**src/shared/ppc_map.svh**
```systemverilog
// Overview of operation
// RULE1 - Polarity bit drives VCXO tune polarity: 0 positive, 1 negative; resets 0.
// RULE2 - Force-midpoint bit at 1 holds tune pin at half supply, loop unlocked; resets 1.
// RULE3 - Software clears force-midpoint after startup so the first loop can lock.
// RULE4 - 6-bit offset code weights 200,100,100,50,25,12.5 uA; resets zero.
// RULE5 - Doubler bit 0 uses predivider, 1 doubles and ignores predivider; resets 0.
// RULE6 - Predivider divides by its 7-bit value 1..127; value 1 bypasses; resets 1.
// RULE7 - VCXO limit bit 1 inserts divide-by-2 ahead of feedback divider; resets 1.
// RULE8 - External VCO limit bit 1 halves external VCO frequency; resets 0.
// RULE9 - Source select 00 ext VCO, 01 loop two, 10 loop one, 11 ref; resets 01.
// RULE10 - Mode bit 0 dual-loop, 1 synthesizer with first loop bypassed; resets 0.
// RULE11 - Reserved bits read zero, ignore writes; writes apply when serial write ends.
`ifndef PPC_MAP_SVH
`define PPC_MAP_SVH

// ----------------------------------------
// Register addresses
// ----------------------------------------
`define PPC_ADDR_PUMP 7'h1D
`define PPC_ADDR_PREDIV 7'h20
`define PPC_ADDR_PATH 7'h21

// ----------------------------------------
// Field positions
// ----------------------------------------
`define PPC_PUMP_POL 7
`define PPC_PUMP_FORCE 6
`define PPC_PREDIV_DBL 7
`define PPC_PATH_VCXO 7
`define PPC_PATH_EXTV 6
`define PPC_PATH_SRC_HI 5
`define PPC_PATH_SRC_LO 4
`define PPC_PATH_BYP 3

// ----------------------------------------
// Reset values
// ----------------------------------------
`define PPC_RST_POL 1'h0
`define PPC_RST_FORCE 1'h1
`define PPC_RST_OFFSET 6'h00
`define PPC_RST_DBL 1'h0
`define PPC_RST_PREDIV 7'h01
`define PPC_RST_VCXO 1'h1
`define PPC_RST_EXTV 1'h0
`define PPC_RST_SRC 2'h1
`define PPC_RST_BYP 1'h0

// ----------------------------------------
// Offset current steps of 12.5 uA, in nA
// ----------------------------------------
`define PPC_OFS_STEP_NA 19'h030D4
`define PPC_OFS_W5 6'h10
`define PPC_OFS_W4 6'h08
`define PPC_OFS_W3 6'h08
`define PPC_OFS_W2 6'h04
`define PPC_OFS_W1 6'h02
`define PPC_OFS_W0 6'h01

// ----------------------------------------
// Serial frame
// ----------------------------------------
`define PPC_CMD_LAST 4'h7
`define PPC_DATA_LAST 4'hF
`define PPC_DATA_FIRST 4'h8
`define PPC_PUMP_OFS_HI 5
`define PPC_PREDIV_HI 6
`define PPC_DIV_BY_ONE 7'h01
`define PPC_MULT_ONE 2'h1
`define PPC_MULT_TWO 2'h2

`endif

```
**src/shared/ppc_pkg.sv**
```systemverilog
package ppc_pkg;

  typedef enum logic [1:0] {
    PPC_SRC_EXT_VCO = 2'b00,
    PPC_SRC_LOOP2 = 2'b01,
    PPC_SRC_LOOP1 = 2'b10,
    PPC_SRC_REF = 2'b11
  } ppc_source_t;

  typedef enum logic [1:0] {
    PPC_SPI_CMD = 2'b00,
    PPC_SPI_DATA = 2'b01,
    PPC_SPI_DONE = 2'b10
  } ppc_spi_state_t;

endpackage

```
**src/rtl/ppc_spi_slave.sv**
```systemverilog
`timescale 1ns/1ps
`include "ppc_map.svh"

module ppc_spi_slave (
  input wire logic mclk,
  input wire logic sys_rst,
  input wire logic spi_sclk,
  input wire logic spi_cs_n,
  input wire logic spi_sdio_i,
  input wire logic spi_3wire,
  output logic spi_sdio_o,
  output logic spi_sdio_oe,
  output logic spi_sdo_o,
  output logic spi_sdo_oe,
  output logic [6:0] reg_addr,
  output logic [7:0] reg_wdata,
  output logic reg_wr,
  input wire logic [7:0] reg_rdata
);
  import ppc_pkg::*;

  // ----------------------------------------
  // Pin synchronisers
  // ----------------------------------------
  // The port is oversampled, so the serial clock must stay well below
  // a quarter of mclk; edges are found between the second and third stages.
  logic sclk_s1_q, sclk_s2_q, sclk_s3_q;
  logic cs_s1_q, cs_s2_q;
  logic sdi_s1_q, sdi_s2_q;
  logic m3_s1_q, m3_s2_q;

  always_ff @(posedge mclk) begin
    if (sys_rst) begin
      sclk_s1_q <= 1'b0;
      sclk_s2_q <= 1'b0;
      sclk_s3_q <= 1'b0;
      cs_s1_q <= 1'b1;
      cs_s2_q <= 1'b1;
      sdi_s1_q <= 1'b0;
      sdi_s2_q <= 1'b0;
      m3_s1_q <= 1'b0;
      m3_s2_q <= 1'b0;
    end else begin
      sclk_s1_q <= spi_sclk;
      sclk_s2_q <= sclk_s1_q;
      sclk_s3_q <= sclk_s2_q;
      cs_s1_q <= spi_cs_n;
      cs_s2_q <= cs_s1_q;
      sdi_s1_q <= spi_sdio_i;
      sdi_s2_q <= sdi_s1_q;
      m3_s1_q <= spi_3wire;
      m3_s2_q <= m3_s1_q;
    end
  end

  logic rise, fall;
  assign rise = sclk_s2_q & ~sclk_s3_q;
  assign fall = ~sclk_s2_q & sclk_s3_q;

  // ----------------------------------------
  // Frame sequencer
  // ----------------------------------------
  ppc_spi_state_t state_q;
  logic [3:0] cnt_q;
  logic [6:0] sh_q;
  logic rd_q, load_q, wr_q;
  logic [6:0] addr_q;
  logic [7:0] wdata_q, out_q;

  always_ff @(posedge mclk) begin
    if (sys_rst || cs_s2_q) begin
      state_q <= PPC_SPI_CMD;
      cnt_q <= 4'h0;
      sh_q <= 7'h00;
      rd_q <= 1'b0;
      load_q <= 1'b0;
      wr_q <= 1'b0;
      addr_q <= 7'h00;
      wdata_q <= 8'h00;
    end else begin
      load_q <= 1'b0;
      wr_q <= 1'b0;
      if (rise && state_q != PPC_SPI_DONE) begin
        sh_q <= {sh_q[5:0], sdi_s2_q};
        cnt_q <= cnt_q + 4'h1;
        case (state_q)
          PPC_SPI_CMD: begin
            if (cnt_q == `PPC_CMD_LAST) begin
              rd_q <= sh_q[6];
              addr_q <= {sh_q[5:0], sdi_s2_q};
              load_q <= sh_q[6];
              state_q <= PPC_SPI_DATA;
            end
          end
          PPC_SPI_DATA: begin
            if (cnt_q == `PPC_DATA_LAST) begin
              wdata_q <= {sh_q, sdi_s2_q};
              wr_q <= ~rd_q; // RULE11
              state_q <= PPC_SPI_DONE;
            end
          end
          default: state_q <= PPC_SPI_DONE;
        endcase
      end
    end
  end

  // The fall that closes the address phase must not shift, or the top
  // bit would leave the pin before the master could sample it.
  always_ff @(posedge mclk) begin
    if (sys_rst) begin
      out_q <= 8'h00;
    end else if (load_q) begin
      out_q <= reg_rdata;
    end else if (fall && state_q == PPC_SPI_DATA && rd_q
                 && cnt_q != `PPC_DATA_FIRST) begin
      out_q <= {out_q[6:0], 1'b0};
    end
  end

  logic rd_phase;
  assign rd_phase = ~cs_s2_q & rd_q & (state_q == PPC_SPI_DATA);
  assign spi_sdio_o = out_q[7];
  assign spi_sdio_oe = rd_phase & m3_s2_q;
  assign spi_sdo_o = out_q[7];
  assign spi_sdo_oe = rd_phase & ~m3_s2_q;
  assign reg_addr = addr_q;
  assign reg_wdata = wdata_q;
  assign reg_wr = wr_q;

endmodule

```
**src/rtl/ppc_top.sv**
```systemverilog
`timescale 1ns/1ps
`include "ppc_map.svh"

module ppc_top (
  input wire logic mclk,
  input wire logic sys_rst,
  input wire logic spi_sclk,
  input wire logic spi_cs_n,
  input wire logic spi_sdio_i,
  input wire logic spi_3wire,
  output logic spi_sdio_o,
  output logic spi_sdio_oe,
  output logic spi_sdo_o,
  output logic spi_sdo_oe,
  output logic vcxo_tune_polarity,
  output logic force_midpoint_tune,
  output logic first_loop_lock_enable,
  output logic [5:0] pump_offset_code,
  output logic [18:0] pump_offset_na,
  output logic doubler_select,
  output logic [6:0] second_stage_predivider,
  output logic [6:0] predivide_ratio,
  output logic vcxo_limit_div_select,
  output logic [1:0] vcxo_feedback_mult,
  output logic ext_vco_limit_div_select,
  output logic [1:0] ext_vco_div_ratio,
  output ppc_pkg::ppc_source_t output_source_select,
  output ppc_pkg::ppc_source_t output_source_route,
  output logic output_source_invalid,
  output logic first_stage_bypass_mode
);
  import ppc_pkg::*;

  // ----------------------------------------
  // Serial port
  // ----------------------------------------
  logic [6:0] reg_addr;
  logic [7:0] reg_wdata;
  logic reg_wr;
  logic [7:0] reg_rdata;

  ppc_spi_slave u_spi (
    .mclk(mclk),
    .sys_rst(sys_rst),
    .spi_sclk(spi_sclk),
    .spi_cs_n(spi_cs_n),
    .spi_sdio_i(spi_sdio_i),
    .spi_3wire(spi_3wire),
    .spi_sdio_o(spi_sdio_o),
    .spi_sdio_oe(spi_sdio_oe),
    .spi_sdo_o(spi_sdo_o),
    .spi_sdo_oe(spi_sdo_oe),
    .reg_addr(reg_addr),
    .reg_wdata(reg_wdata),
    .reg_wr(reg_wr),
    .reg_rdata(reg_rdata)
  );

  // ----------------------------------------
  // Offset current decode
  // ----------------------------------------
  function automatic logic [18:0] offset_na(input logic [5:0] c);
    logic [5:0] steps;
    steps = (c[5] ? `PPC_OFS_W5 : 6'h00)
          + (c[4] ? `PPC_OFS_W4 : 6'h00)
          + (c[3] ? `PPC_OFS_W3 : 6'h00)
          + (c[2] ? `PPC_OFS_W2 : 6'h00)
          + (c[1] ? `PPC_OFS_W1 : 6'h00)
          + (c[0] ? `PPC_OFS_W0 : 6'h00);
    offset_na = 19'({13'h0000, steps} * `PPC_OFS_STEP_NA);
  endfunction

  // ----------------------------------------
  // First-stage pump register
  // ----------------------------------------
  logic pol_q, force_q;
  logic [5:0] ofs_q;

  always_ff @(posedge mclk) begin
    if (sys_rst) begin
      pol_q <= `PPC_RST_POL; // RULE1
      force_q <= `PPC_RST_FORCE; // RULE2
      ofs_q <= `PPC_RST_OFFSET; // RULE4
    end else if (reg_wr && reg_addr == `PPC_ADDR_PUMP) begin
      pol_q <= reg_wdata[`PPC_PUMP_POL]; // RULE1
      force_q <= reg_wdata[`PPC_PUMP_FORCE]; // RULE3
      ofs_q <= reg_wdata[`PPC_PUMP_OFS_HI:0]; // RULE4
    end
  end

  // ----------------------------------------
  // Second-stage input register
  // ----------------------------------------
  logic dbl_q;
  logic [6:0] pdiv_q;

  always_ff @(posedge mclk) begin
    if (sys_rst) begin
      dbl_q <= `PPC_RST_DBL; // RULE5
      pdiv_q <= `PPC_RST_PREDIV; // RULE6
    end else if (reg_wr && reg_addr == `PPC_ADDR_PREDIV) begin
      dbl_q <= reg_wdata[`PPC_PREDIV_DBL]; // RULE5
      pdiv_q <= reg_wdata[`PPC_PREDIV_HI:0]; // RULE6
    end
  end

  // ----------------------------------------
  // Path select register
  // ----------------------------------------
  logic vcxo_q, extv_q, byp_q;
  logic [1:0] src_q;

  always_ff @(posedge mclk) begin
    if (sys_rst) begin
      vcxo_q <= `PPC_RST_VCXO; // RULE7
      extv_q <= `PPC_RST_EXTV; // RULE8
      src_q <= `PPC_RST_SRC; // RULE9
      byp_q <= `PPC_RST_BYP; // RULE10
    end else if (reg_wr && reg_addr == `PPC_ADDR_PATH) begin
      vcxo_q <= reg_wdata[`PPC_PATH_VCXO]; // RULE7
      extv_q <= reg_wdata[`PPC_PATH_EXTV]; // RULE8
      src_q <= reg_wdata[`PPC_PATH_SRC_HI:`PPC_PATH_SRC_LO]; // RULE9
      byp_q <= reg_wdata[`PPC_PATH_BYP]; // RULE10
    end
  end

  // ----------------------------------------
  // Read-back
  // ----------------------------------------
  // Reserved positions and unmapped addresses read back as zero.
  always_comb begin
    if (reg_addr == `PPC_ADDR_PUMP) begin
      reg_rdata = {pol_q, force_q, ofs_q};
    end else if (reg_addr == `PPC_ADDR_PREDIV) begin
      reg_rdata = {dbl_q, pdiv_q};
    end else if (reg_addr == `PPC_ADDR_PATH) begin
      reg_rdata = {vcxo_q, extv_q, src_q, byp_q, 3'h0}; // RULE11
    end else begin
      reg_rdata = 8'h00;
    end
  end

  // ----------------------------------------
  // Decoded controls
  // ----------------------------------------
  // Derived values are registered so the analog controls see one clean
  // change per write; they lag the raw fields by one cycle.
  logic [18:0] ofs_na_q;
  logic [6:0] ratio_q;
  logic [1:0] fb_mult_q, extv_div_q;
  logic lock_en_q, src_bad_q;
  ppc_source_t route_q;

  always_ff @(posedge mclk) begin
    if (sys_rst) begin
      ofs_na_q <= 19'h00000;
      lock_en_q <= 1'b0;
    end else begin
      ofs_na_q <= offset_na(ofs_q); // RULE4
      lock_en_q <= ~force_q; // RULE2
    end
  end

  // A predivider of zero has no meaning; it is treated as a bypass.
  always_ff @(posedge mclk) begin
    if (sys_rst) begin
      ratio_q <= `PPC_DIV_BY_ONE;
    end else if (dbl_q || pdiv_q == 7'h00) begin
      ratio_q <= `PPC_DIV_BY_ONE; // RULE5
    end else begin
      ratio_q <= pdiv_q; // RULE6
    end
  end

  always_ff @(posedge mclk) begin
    if (sys_rst) begin
      fb_mult_q <= `PPC_MULT_TWO;
      extv_div_q <= `PPC_MULT_ONE;
    end else begin
      fb_mult_q <= vcxo_q ? `PPC_MULT_TWO : `PPC_MULT_ONE; // RULE7
      extv_div_q <= extv_q ? `PPC_MULT_TWO : `PPC_MULT_ONE; // RULE8
    end
  end

  // Reference routing outside bypass mode would feed the channels an
  // unconditioned clock, so it falls back to the second loop and flags.
  always_ff @(posedge mclk) begin
    if (sys_rst) begin
      route_q <= PPC_SRC_LOOP2;
      src_bad_q <= 1'b0;
    end else if (src_q == PPC_SRC_REF && !byp_q) begin
      route_q <= PPC_SRC_LOOP2; // RULE9
      src_bad_q <= 1'b1;
    end else begin
      route_q <= ppc_source_t'(src_q); // RULE10
      src_bad_q <= 1'b0;
    end
  end

  assign vcxo_tune_polarity = pol_q;
  assign force_midpoint_tune = force_q;
  assign first_loop_lock_enable = lock_en_q;
  assign pump_offset_code = ofs_q;
  assign pump_offset_na = ofs_na_q;
  assign doubler_select = dbl_q;
  assign second_stage_predivider = pdiv_q;
  assign predivide_ratio = ratio_q;
  assign vcxo_limit_div_select = vcxo_q;
  assign vcxo_feedback_mult = fb_mult_q;
  assign ext_vco_limit_div_select = extv_q;
  assign ext_vco_div_ratio = extv_div_q;
  assign output_source_select = ppc_source_t'(src_q);
  assign output_source_route = route_q;
  assign output_source_invalid = src_bad_q;
  assign first_stage_bypass_mode = byp_q;

endmodule

```
**config.mk**
```make
export PLATFORM = sky130hd
export DESIGN_NAME = ppc_top
export DESIGN_NICKNAME = d
export VERILOG_FILES = /design/src/shared/ppc_pkg.sv /design/src/rtl/ppc_spi_slave.sv /design/src/rtl/ppc_top.sv
export VERILOG_INCLUDE_DIRS = /design/src /design/src/shared
export SDC_FILE = /design/constraint.sdc
export NUM_CORES = 1
export LEC_CHECK = 0
export BUFFER_PORTS_ARGS = -buffer_cell sky130_fd_sc_hd__buf_2
export CAP_MARGIN = 40
export CORE_UTILIZATION = 45
export CTS_BUF_LIST = sky130_fd_sc_hd__clkbuf_16
export DETAILED_ROUTE_END_ITERATION = 8
export HOLD_SLACK_MARGIN = 0.08
export PLACE_DENSITY = 0.66
export SYNTH_ARGS = -nofsm -noshare
export SYNTH_HDL_FRONTEND = slang
export SYNTH_HIERARCHICAL = 1
export SYNTH_SLANG_ARGS = --single-unit
```
**constraint.sdc**
```tcl
create_clock -name mclk -period 10.2 [get_ports mclk]
set_input_delay 1.02 -clock mclk [delete_from_list [all_inputs] [get_ports mclk]]
set_output_delay 1.02 -clock mclk [all_outputs]
set_load 0.02 [all_outputs]
```
# Word level (Yosys, flattened, before mapping)
# Cells that the tools add are included.
classes:
  eq_ne: 11
  n_reduce_logical: 21
  muxes: 17
  n_bitwise: 17
  add_sub_neg: 6
  n_mul: 1
op_table:
  columns: ["cell", "count"]
  rows:
  - ["8-bit 2-to-1 mux", 5]
  - ["6-bit by 12-bit multiplier with 17-bit output, second input constant", 1]
  - ["7-bit by 6-bit == test with 1-bit output, second input constant", 2]
  - ["1-bit NOT", 11]
  - ["2-bit 2-to-1 mux", 5]
  - ["3-bit AND reduction", 3]
  - ["1-bit logical AND", 8]
  - ["4-bit 2-to-1 mux", 2]
  - ["4-bit OR reduction", 2]
  - ["7-bit by 5-bit == test with 1-bit output, second input constant", 1]
  - ["7-bit logical NOT", 1]
  - ["5-bit by 4-bit adder with 6-bit output", 1]
  - ["6-bit by 1-bit adder with 6-bit output", 1]
  - ["6-bit by 2-bit adder with 6-bit output", 1]
  - ["6-bit by 3-bit adder with 6-bit output", 1]
  - ["6-bit by 4-bit adder with 6-bit output", 1]
  - ["1-bit AND", 6]
  - ["5-bit 2-to-1 mux", 1]
  - ["4-bit by 1-bit adder with 4-bit output, second input constant", 1]
  - ["4-bit by 3-bit == test with 1-bit output, second input constant", 1]
  - ["4-bit == test, second input constant", 1]
  - ["2-bit by 1-bit != test with 1-bit output, second input constant", 2]
  - ["4-bit != test, second input constant", 1]
  - ["2-bit one-hot mux with 2 select lines", 1]
  - ["10 further kinds", 13]
totals:
  inputBits: 6
  word_cells: 108
  ff_bits: 103

# Depth between registers and ports, before layout
# Gate-level depths: netlist (run 1).
depth:
  ltp_word: 7
  mapped_depth: 14
  ltp_nobuf: 14

# Modules after synthesis
# The synthesis (run 1) kept the hierarchy.
by_module_without_submodules:
  columns: ["module", "seq_area_each_um2", "area_per_inst_um2", "n_inst", "cells_per_inst"]
  rows:
  - ["ppc_top", 1061.0, 2856.5, 1, 304]
  - ["ppc_spi_slave", 960.9, 2043.2, 1, 230]

# Least setup slack after synthesis (run 1)
# Ideal clock, no wire load.
synth_timing:
  path_kind: "register to register"
  startpoint: "register ofs_q[4], in the netlist pump_offset_code[4]"
  endpoint: "register ofs_na_q[16], in the netlist pump_offset_na[16]"
  setup_ns: 0.121
  stages_incl_launch_ff: 15
  slack_ns: 6.490
  t_required_ns: 10.079
  arrival_ns: 3.590
  path_buffers: 0
  path_cell_list: "dfxtp_1 > ha_1 > inv_1 > ha_1 > xor2_1 > ha_1 > inv_1 > fa_1 > inv_1 > ha_1 > nor2b_1 > o31a_1 > o31a_1 > o22ai_1 > mux2_2"
synth_between:
  elab_chain_len: 7
synth_lines:
  columns: ["item", "line_no", "text"]
  rows:
  - ["start: declaration", "ppc_top.sv:77", "logic [5:0] ofs_q;"]
  - ["start signal: assignment", "ppc_top.sv:83", "ofs_q <= `PPC_RST_OFFSET;"]
  - ["start signal: assignment", "ppc_top.sv:87", "ofs_q <= reg_wdata[`PPC_PUMP_OFS_HI:0];"]
  - ["4-bit 2-to-1 mux", "ppc_top.sv:65", "+ (c[4] ? `PPC_OFS_W4 : 6'h00)"]
  - ["5-bit by 4-bit adder with 6-bit output", "ppc_top.sv:64", "steps = (c[5] ? `PPC_OFS_W5 : 6'h00)"]
  - ["6-bit by 4-bit adder with 6-bit output", "ppc_top.sv:64", null]
  - ["6-bit by 3-bit adder with 6-bit output", "ppc_top.sv:64", null]
  - ["6-bit by 2-bit adder with 6-bit output", "ppc_top.sv:64", null]
  - ["6-bit by 1-bit adder with 6-bit output", "ppc_top.sv:64", null]
  - ["6-bit by 12-bit multiplier with 17-bit output (no source line)", null, null]
  - ["end signal: assignment", "ppc_top.sv:159", "ofs_na_q <= offset_na(ofs_q);"]
  - ["end: declaration", "ppc_top.sv:148", "logic [18:0] ofs_na_q;"]
# No other way between the ends.
# A chain may end at the register's enable or synchronous reset.

# Worst setup path after layout (run 1)
layout_timing:
  startpoint: "register ofs_q[3], in the netlist pump_offset_code[3]"
  endpoint: "register ofs_na_q[16], in the netlist pump_offset_na[16]"
layout_between:
  elab_chain_len: 6
layout_lines:
  columns: ["item", "line_no", "text"]
  rows:
  - ["4-bit 2-to-1 mux", "ppc_top.sv:66", "+ (c[3] ? `PPC_OFS_W3 : 6'h00)"]
  - ["6-bit by 4-bit adder with 6-bit output", "ppc_top.sv:64", null]
  - ["6-bit by 3-bit adder with 6-bit output", "ppc_top.sv:64", null]
  - ["6-bit by 2-bit adder with 6-bit output", "ppc_top.sv:64", null]
  - ["6-bit by 1-bit adder with 6-bit output", "ppc_top.sv:64", null]
  - ["6-bit by 12-bit multiplier with 17-bit output (no source line)", null, null]
# No other way between the ends.

==> results of run 1 <==
## power by group through the flow
stage | clock network (uW) | logic [uW] | registers [uW]
global placement | 0 | 13.0 | 406
CTS | 326 | 13.2 | 397
global route | 340 | 14.5 | 397
finish | 319 | 13.1 | 397
floorplan | 0 | 11.8 | 405
detailed placement | 0 | 13.2 | 406
## stage by stage
stage / instances / worst slack, ns
after floorplan: 535 / 6.49
after global placement: 699 / 6.46
after detailed placement: 699 / 6.39
after CTS: 714 / 6.36
after global routing: 714 / 6.21
final: 714 / 6.36
## kinds of logic after synthesis
| logic type | after synthesis | synth area share [%] |
|---|---|---|
| other | 1 | 0.0765 |
| adder cells (fa/ha/maj) | 46 | 12.7 |
| flip-flops | 101 | 41.3 |
| buffers and inverters | 65 | 6.08 |
| multiplexers | 3 | 0.689 |
| XOR/XNOR | 4 | 0.715 |
| AO/OA/AOI/OAI | 141 | 18.0 |
| AND/OR/NAND/NOR | 173 | 20.5 |
## synth_stat cells, drive strengths merged, types with 7 or more instances
| cell type | instances | area [sq um] |
|---|---|---|
| nand2 | 28 | 113 |
| nor3 | 12 | 70.1 |
| a21oi | 55 | 275 |
| o21bai | 7 | 52.6 |
| o31ai | 18 | 135 |
| and2 | 7 | 43.8 |
| o21ai | 21 | 105 |
| dfxtp | 101 | 2020 |
| clkbuf | 20 | 75.1 |
| nor2b | 23 | 144 |
| a31oi | 8 | 50.1 |
| nand4 | 15 | 93.8 |
| nand3 | 37 | 185 |
| inv | 29 | 109 |
| buf | 16 | 114 |
| nor2 | 14 | 52.6 |
| ha | 40 | 500 |
## placed cells by master (no fill, tap or decap), types with 3 or more instances in the layout
master      instances
nor2b_1            23
o21bai_1            7
clkbuf_16           9
nor2_1             14
nand2b_1            4
a22o_1              3
and3b_1             3
nand2_1            27
dfxtp_1           101
inv_1              29
clkinvlp_4          3
a21oi_1            55
and2_1              7
nor3_1             10
nand3b_1            5
or4_1               3
fa_1                6
a21o_1              5
a211o_1             3
buf_2              62
o21ai_0            21
o31ai_1            18
a31oi_1             8
or2_2               5
nand3_1            37
nand4_1            15
nor3b_1             3
a222oi_1            5
xor2_1              3
o21a_1              5
mux2_2              3
ha_1               40
## sequential cells by signal (all words and copies together) (netlist names), 4 cells and up
name and flops:
pump_offset_code 6, u_spi/reg_addr 7, pump_offset_na 17, u_spi/cnt_q 4, u_spi/reg_wdata 8, u_spi/sh_q 7
u_spi/out_q 8, predivide_ratio 7, second_stage_predivider 7
## worst max path at each step
stage	from	slack, ns	to	cells after the start
6_report	pump_offset_code[3]	6.36	pump_offset_na[16]	14
5_1_grt	pump_offset_code[4]	6.21	pump_offset_na[16]	14
4_1_cts	pump_offset_code[3]	6.36	pump_offset_na[16]	14
3_5_place_dp	pump_offset_code[3]	6.39	pump_offset_na[16]	14
3_3_place_gp	pump_offset_code[3]	6.46	pump_offset_na[16]	14
2_1_floorplan	pump_offset_code[4]	6.49	pump_offset_na[16]	14
## routing by layer
layer / part of all wire, % / track usage, %
met3: 4.0 / 3.43
met4: 1.6 / 7.74
met5: 0 / 0
met1: 49 / 27.0
met2: 45 / 29.1
## area by class of cell
cell class	instances	area [sq um]
clock buffers	9	225
clock inverters	6	47.5
fillers	999	4980
inverters	29	109
multi-input cells	369	2580
flip-flops and latches	101	2020
well taps	136	170
repair buffers	64	325
## worst max-delay path, delay by kind of cell (launching register included)
| family | cells | cell delay [ns] |
|---|---|---|
| AO/OA/AOI/OAI | 3 | 0.74 |
| XOR/XNOR | 1 | 0.17 |
| adder cells (fa/ha/maj) | 6 | 1.87 |
| buffers and inverters | 2 | 0.09 |
| flip-flops | 1 | 0.33 |
| multiplexers | 1 | 0.35 |
| AND/OR/NAND/NOR | 1 | 0.17 |
==> summary.txt, run 1 <==
Outcome
  – Status: finished, final reports clean

Setup path
  – RR Startpoint: pump_offset_code[3]
  – CP Capture Type: register
  – CP Data Required Time: 10.43 ns
  – Most frequent CP cell: ha_1
  – Slowest cell delay on critical path: 0.52 ns
  – WP data arrival: ~4.1 ns
  – Register-to-Register Setup Slack: 6.36 ns
  – Crit path kind: register to register
  – FF-to-FF path depth: 14
  – RR Endpoint: pump_offset_na[16]
  – Crit path max fanout: 4
  – CP cell instances: ha_1 > ha_1 > ha_1 > xor2_1 > ha_1 > inv_1 > fa_1 > inv_1 > ha_1 > nor2b_1 > o31a_1 > o31a_1 > o22ai_1 > mux2_2
  – Startpoint Class: register
  – Slowest cell on crit path: fa_1

Power and ir drop
  – Worst VDD drop: around 70 uV
  – Leak: about 0.0024 uW
  – Reg power frac: ~54%
  – Psw: 163 uW
  – Pwr dens: approximately 130 nW/um^2
  – Cell-internal power: about 570 uW
  – Combinational share of power: under 10%
  – Clock power share: between 40% and 50%
  – Final Power: 728 uW
  – Sw Ratio: approximately 22%

Die
  – Site Rows: 37
  – Initial cell density of the core: ~47%
  – Core Region: 10500 sq um
  – Die H: between 100 and 150 um
  – Die W: ~110 um
  – DIE AREA: approximately 11000 sq um
  – Top Ports: 65

Clock tree
  – Cts hold-fix bufs: 0
  – CTS Buf Count: 9
  – H-tree depth: 3
  – Post_cts resized: 0
  – Worst-Skew Late Latency: 0.34 ns
  – Post-CTS setup buffer count: 0
  – CTS tree: done
  – Clk slew on worst S/H paths: approximately 0.070 ns
  – # clock sinks: 101
  – Clock Tree Buf Depth: 2
  – CTS Root Cell: clkbuf_16

Routing
  – WL final: approximately 11000 um
  – Final ANT Viol Nets: 0
  – DRC: 0
  – Post-DR wirelength/cell: ~15 um
  – Vias: between 3k and 4k
  – Drt pass-1 iters: 8
  – Detailed Route Iter0 Violations: 166
  – Vias per cell: 5.59

STA
  – Final Setup Violations: 0
  – Hold_ws: between 0.4 and 0.5 ns
  – Worst clock skew: ~0.0045 ns
  – Final period util: a little under two fifths
  – Achievable clock frequency: about 260 MHz
  – Final worst path period need: slightly below 4 ns
  – Final TNS setup: 0 ns
  – Final hold violations: 0
  – Slew HR: about 38%
  – Pins Over Slew Limit: 0
  – RSZ-0062 raised after global routing: no
  – Worst-Margin Slew: 0.930 ns

Min path
  – Worst hold path type: register to register
  – Hold Crit Depth: 1
  – Worst hold path startpoint: u_spi/cs_s1_q
  – Hold Path Sink: u_spi/cs_s2_q

Global route
  – Initial antenna violation count: 0
  – Gr usage total: between 10% and 20%
  – Largest net degree at the start of global routing: 69
  – Gr ovfl total: 0
  – First-pass GRT wire length: between 15000 and 20000 um
  – Vias in the first global route: roughly 3.6k

Yosys
  – Yosys warns: 6
  – Ys async rst share: 0%
  – Top FF cell, synth: dfxtp_1
  – Post-synthesis sequential area ratio: about two fifths
  – Synthesized flop and latch total: 101
  – Number of flops mapped to enable cells by yosys: 0
  – Post-Syn Instances: 534
  – Syn_area_per_cell: 9.18 sq um
  – Yosys cell types: between 50 and 60
  – Post-Syn Area: about 4900 sq um

Cells and area
  – Area grow syn2layout: 11.9%
  – Fin nets: approximately 630
  – Finished Cell Area: approximately 5500 sq um
  – Share of cells above drive strength 1: 16.6%
  – Antenna cell count: 0
  – Final Core Density: between 50% and 60%

Placement
  – Hpwl dp: between 7000 and 8000 um
  – RD Place Congestion: ~0.81
  – Port bufs: 62
  – Post-Place Cell Area: between 5000 and 6000 sq um

Run
  – Max-cap violations: 0
(Power assumes the default switching activity.)
==> run 2: changes to the inputs <==
--- a/config.mk
+++ b/config.mk
@@ -12,7 +12,7 @@
 export CTS_BUF_LIST = sky130_fd_sc_hd__clkbuf_16
 export DETAILED_ROUTE_END_ITERATION = 8
 export HOLD_SLACK_MARGIN = 0.08
-export PLACE_DENSITY = 0.66
+export PLACE_DENSITY = 0.68
 export SYNTH_ARGS = -nofsm -noshare
 export SYNTH_HDL_FRONTEND = slang
 export SYNTH_HIERARCHICAL = 1
==> constraint.sdc (replaced) <==
create_clock -name mclk -period 3.3 [get_ports mclk]
set_input_delay 0.33 -clock mclk [delete_from_list [all_inputs] [get_ports mclk]]
set_output_delay 0.33 -clock mclk [all_outputs]
set_load 0.02 [all_outputs]
==> run 2 against run 1 <==
  * The flow now finishes with violations (setup timing)
  * Clock skew about the same
  * Global-route usage increased by 1.4 points
  * Combinational power increased to 3.2 times the previous value
  * Power increased to 3.2 times the previous value
  * Clock-buffer cell count unchanged
  * Worst setup slack got worse by 6.4 ns
  * Sequential share of layout area decreased by 1.9 points
  * Design area increased by 5.9%
  * First-iteration DRC count increased by 44%
  * Routed wire length increased by 6.2%
  * Largest cell class unchanged
==> summary.txt, run 2 (synthesis results as in run 1) <==
Power and ir drop
  – Pwr dens: 401 nW/um^2 (+200%)
  – Leak: 0.00252 uW (+6.5%)
  – Worst VDD drop: 372 uV (+440%)

Clock tree
  – Clk slew on worst S/H paths: 0.07 ns (about the same)
  – CTS tree: done
  – Worst-Skew Late Latency: 0.34 ns (about the same)
  – H-tree depth: 3 (unchanged)
  – Cts hold-fix bufs: 0 (unchanged)
  – CTS Root Cell: clkbuf_16
  – CTS Buf Count: 9 (unchanged)
  – # clock sinks: 101 (unchanged)
  – Clock Tree Buf Depth: 2 (unchanged)

Setup path
  – Startpoint Class: register
  – CP Data Required Time: 3.53 ns (-6.90 ns)
  – Crit path from: pump_offset_code[4]
  – CP cell instances: ha_4 > ha_4 > ha_4 > xor2_1 > ha_1 > inv_2 > fa_1 > inv_2 > ha_4 > nor2b_4 > o31a_1 > o31a_1 > o22ai_2 > mux2_4
  – CP Capture Type: register
  – WP data arrival: 3.57 ns (-0.51 ns)
  – Slowest cell on crit path: fa_1
  – Crit path max fanout: 3 (-1)
  – RR Startpoint: pump_offset_code[4]
  – Crit path kind: register to register
  – Slowest cell delay on critical path: 0.49 ns (-0.03 ns)
  – Most frequent CP cell: ha_4

Cells and area
  – Commonest non-fill, non-tap cells in the layout: dfxtp_1, buf_2, a21oi_1
  – Share of cells above drive strength 1: 22.7% (+6.1 points)
  – Most common cell after layout, fill and taps aside: dfxtp_1
  – Fin nets: 646 (+3.2%)
  – Area grow syn2layout: 18.5%
  – Number of flip-flops in the largest register: 17 (unchanged)
  – Finished Cell Area: 5810 sq um (+5.9%)
  – Antenna cell count: 0 (unchanged)

Routing
  – DRC: 0 (unchanged)
  – WL final: 11200 um (+6.2%)
  – Vias per cell: 5.62 (+0.55%)
  – Detailed Route Iter0 Violations: 239 (+44%)
  – Vias: 4128 (+3.5%)
  – Drt pass-1 iters: 8 (unchanged)
  – Post-DR wirelength/cell: 15.2 um (+3.1%)
  – Final ANT Viol Nets: 0 (unchanged)

STA
  – Final TNS setup: -0.0685 ns (-0.0685 ns)
  – Worst clock skew: 0.00499 ns (+0.000460 ns)
  – Worst setup margin: -0.0357 ns (-6.39 ns)
  – Final worst path period need: 3.34 ns (-0.505 ns)
  – RSZ-0062 raised after global routing: yes
  – Pins Over Slew Limit: 0 (unchanged)
  – Hold_ws: 0.170 ns (-0.248 ns)
  – Final hold violations: 0 (unchanged)
  – Worst-Margin Slew: 0.859 ns (-0.0701 ns)
  – Final Setup Violations: 2 (+2)
  – Slew HR: 42.3% (+4.7 points)
  – Final period util: 101% (+63 points)
  – Achievable clock frequency: 300 MHz (+15%)

Placement
  – Post-Place Cell Area: 5440 sq um (+4.5%)
  – Hpwl dp: 8070 um (+8.4%)
  – RD Place Congestion: 0.828 (+2.6%)
  – Port bufs: 62 (unchanged)

Global route
  – Gr ovfl total: 0 (unchanged)
  – Gr usage total: 20.6% (+1.4 points)
  – Vias in the first global route: 3848 (+8.2%)
  – Largest net degree at the start of global routing: 31 (-55%)
  – Initial antenna violation count: 0 (unchanged)
  – First-pass GRT wire length: 18600 um (+6.6%)

Run
  – Max-cap violations: 0 (unchanged)

Die
  – Top Ports: 65 (unchanged)
  – Core Region: 10500 sq um (unchanged)
  – DIE AREA: 11300 sq um (unchanged)
  – Site Rows: 37 (unchanged)
  – Die H: 106 um (unchanged)
  – Die W: 106 um (unchanged)
  – Initial cell density of the core: 46.8% (unchanged)

Min path
  – Worst hold path type: input pin to register
  – Worst hold path startpoint: spi_cs_n

Outcome
  – Failing checks: setup timing
  – Status: finished, violations left
run 2: worst max-delay path, delay by kind of cell, from the launching register on:
family / cells / cell delay (ns)
AND/OR/NAND/NOR: 1 / 0.12
multiplexers: 1 / 0.31
XOR/XNOR: 1 / 0.14
AO/OA/AOI/OAI: 3 / 0.72
buffers and inverters: 2 / 0.09
adder cells (fa/ha/maj): 6 / 1.51
flip-flops: 1 / 0.35
run 2: per-layer routing:
layer | vias to the layer above | part of all wire [%] | track usage [%]
met2 | 116 | 47 | 31.8
met4 | 0 | 1.2 | 7.74
li1 | 2036 | - | -
met5 | - | 0 | 0
met1 | 1965 | 47 | 28.6
met3 | 11 | 4.6 | 3.80
run 2: power by group:
part / switching [uW] / leakage (uW) / internal [uW]
Sequential: 2.93 / 0.000817 / 1220
Clock: 469 / 0.000147 / 592
Combinational: 29.6 / 0.00155 / 12.1
Total: 501 / 0.00252 / 1830
run 2: final cells by class:
cell class / instances / area [sq um]
inverter: 29 / 109
timing repair buffer: 84 / 475
fill: 971 / 4650
multi-input combinational: 369 / 2720
sequential: 101 / 2030
clock buffer: 9 / 225
tap: 136 / 170
clock inverter: 7 / 73.8
run 2: worst paths after layout:
check                       end  slack, ns  depth (start not counted)
max          pump_offset_na[18]      -0.04                         14
min               u_spi/cs_s1_q       0.17                          2
max reg2reg  pump_offset_na[18]      -0.04                         14
min reg2reg       u_spi/cs_s2_q       0.41                          1
run 2: metrics by stage:
stage	utilization [%]	setup slack [ns]	power (uW)	cells
final	55.5	-0.0357	2330	735
after global routing	55.5	-0.113	2410	735
after CTS	55.0	-0.0693	2350	734
after detailed placement	52.0	-0.151	1290	718
after global placement	52.0	-0.0338	1290	718
after floorplan	-	-0.0257	1290	535
run 2: what timing repair did:
| action | 4_1_cts | 5_1_grt |
|---|---|---|
| setup buffers | 0 | 1 |
| resized for setup | 2 | 10 |
| pin swaps | 3 | 2 |
| setup endpoints to repair | 3 | 6 |
| endpoints found under the hold margin | 0 | 0 |
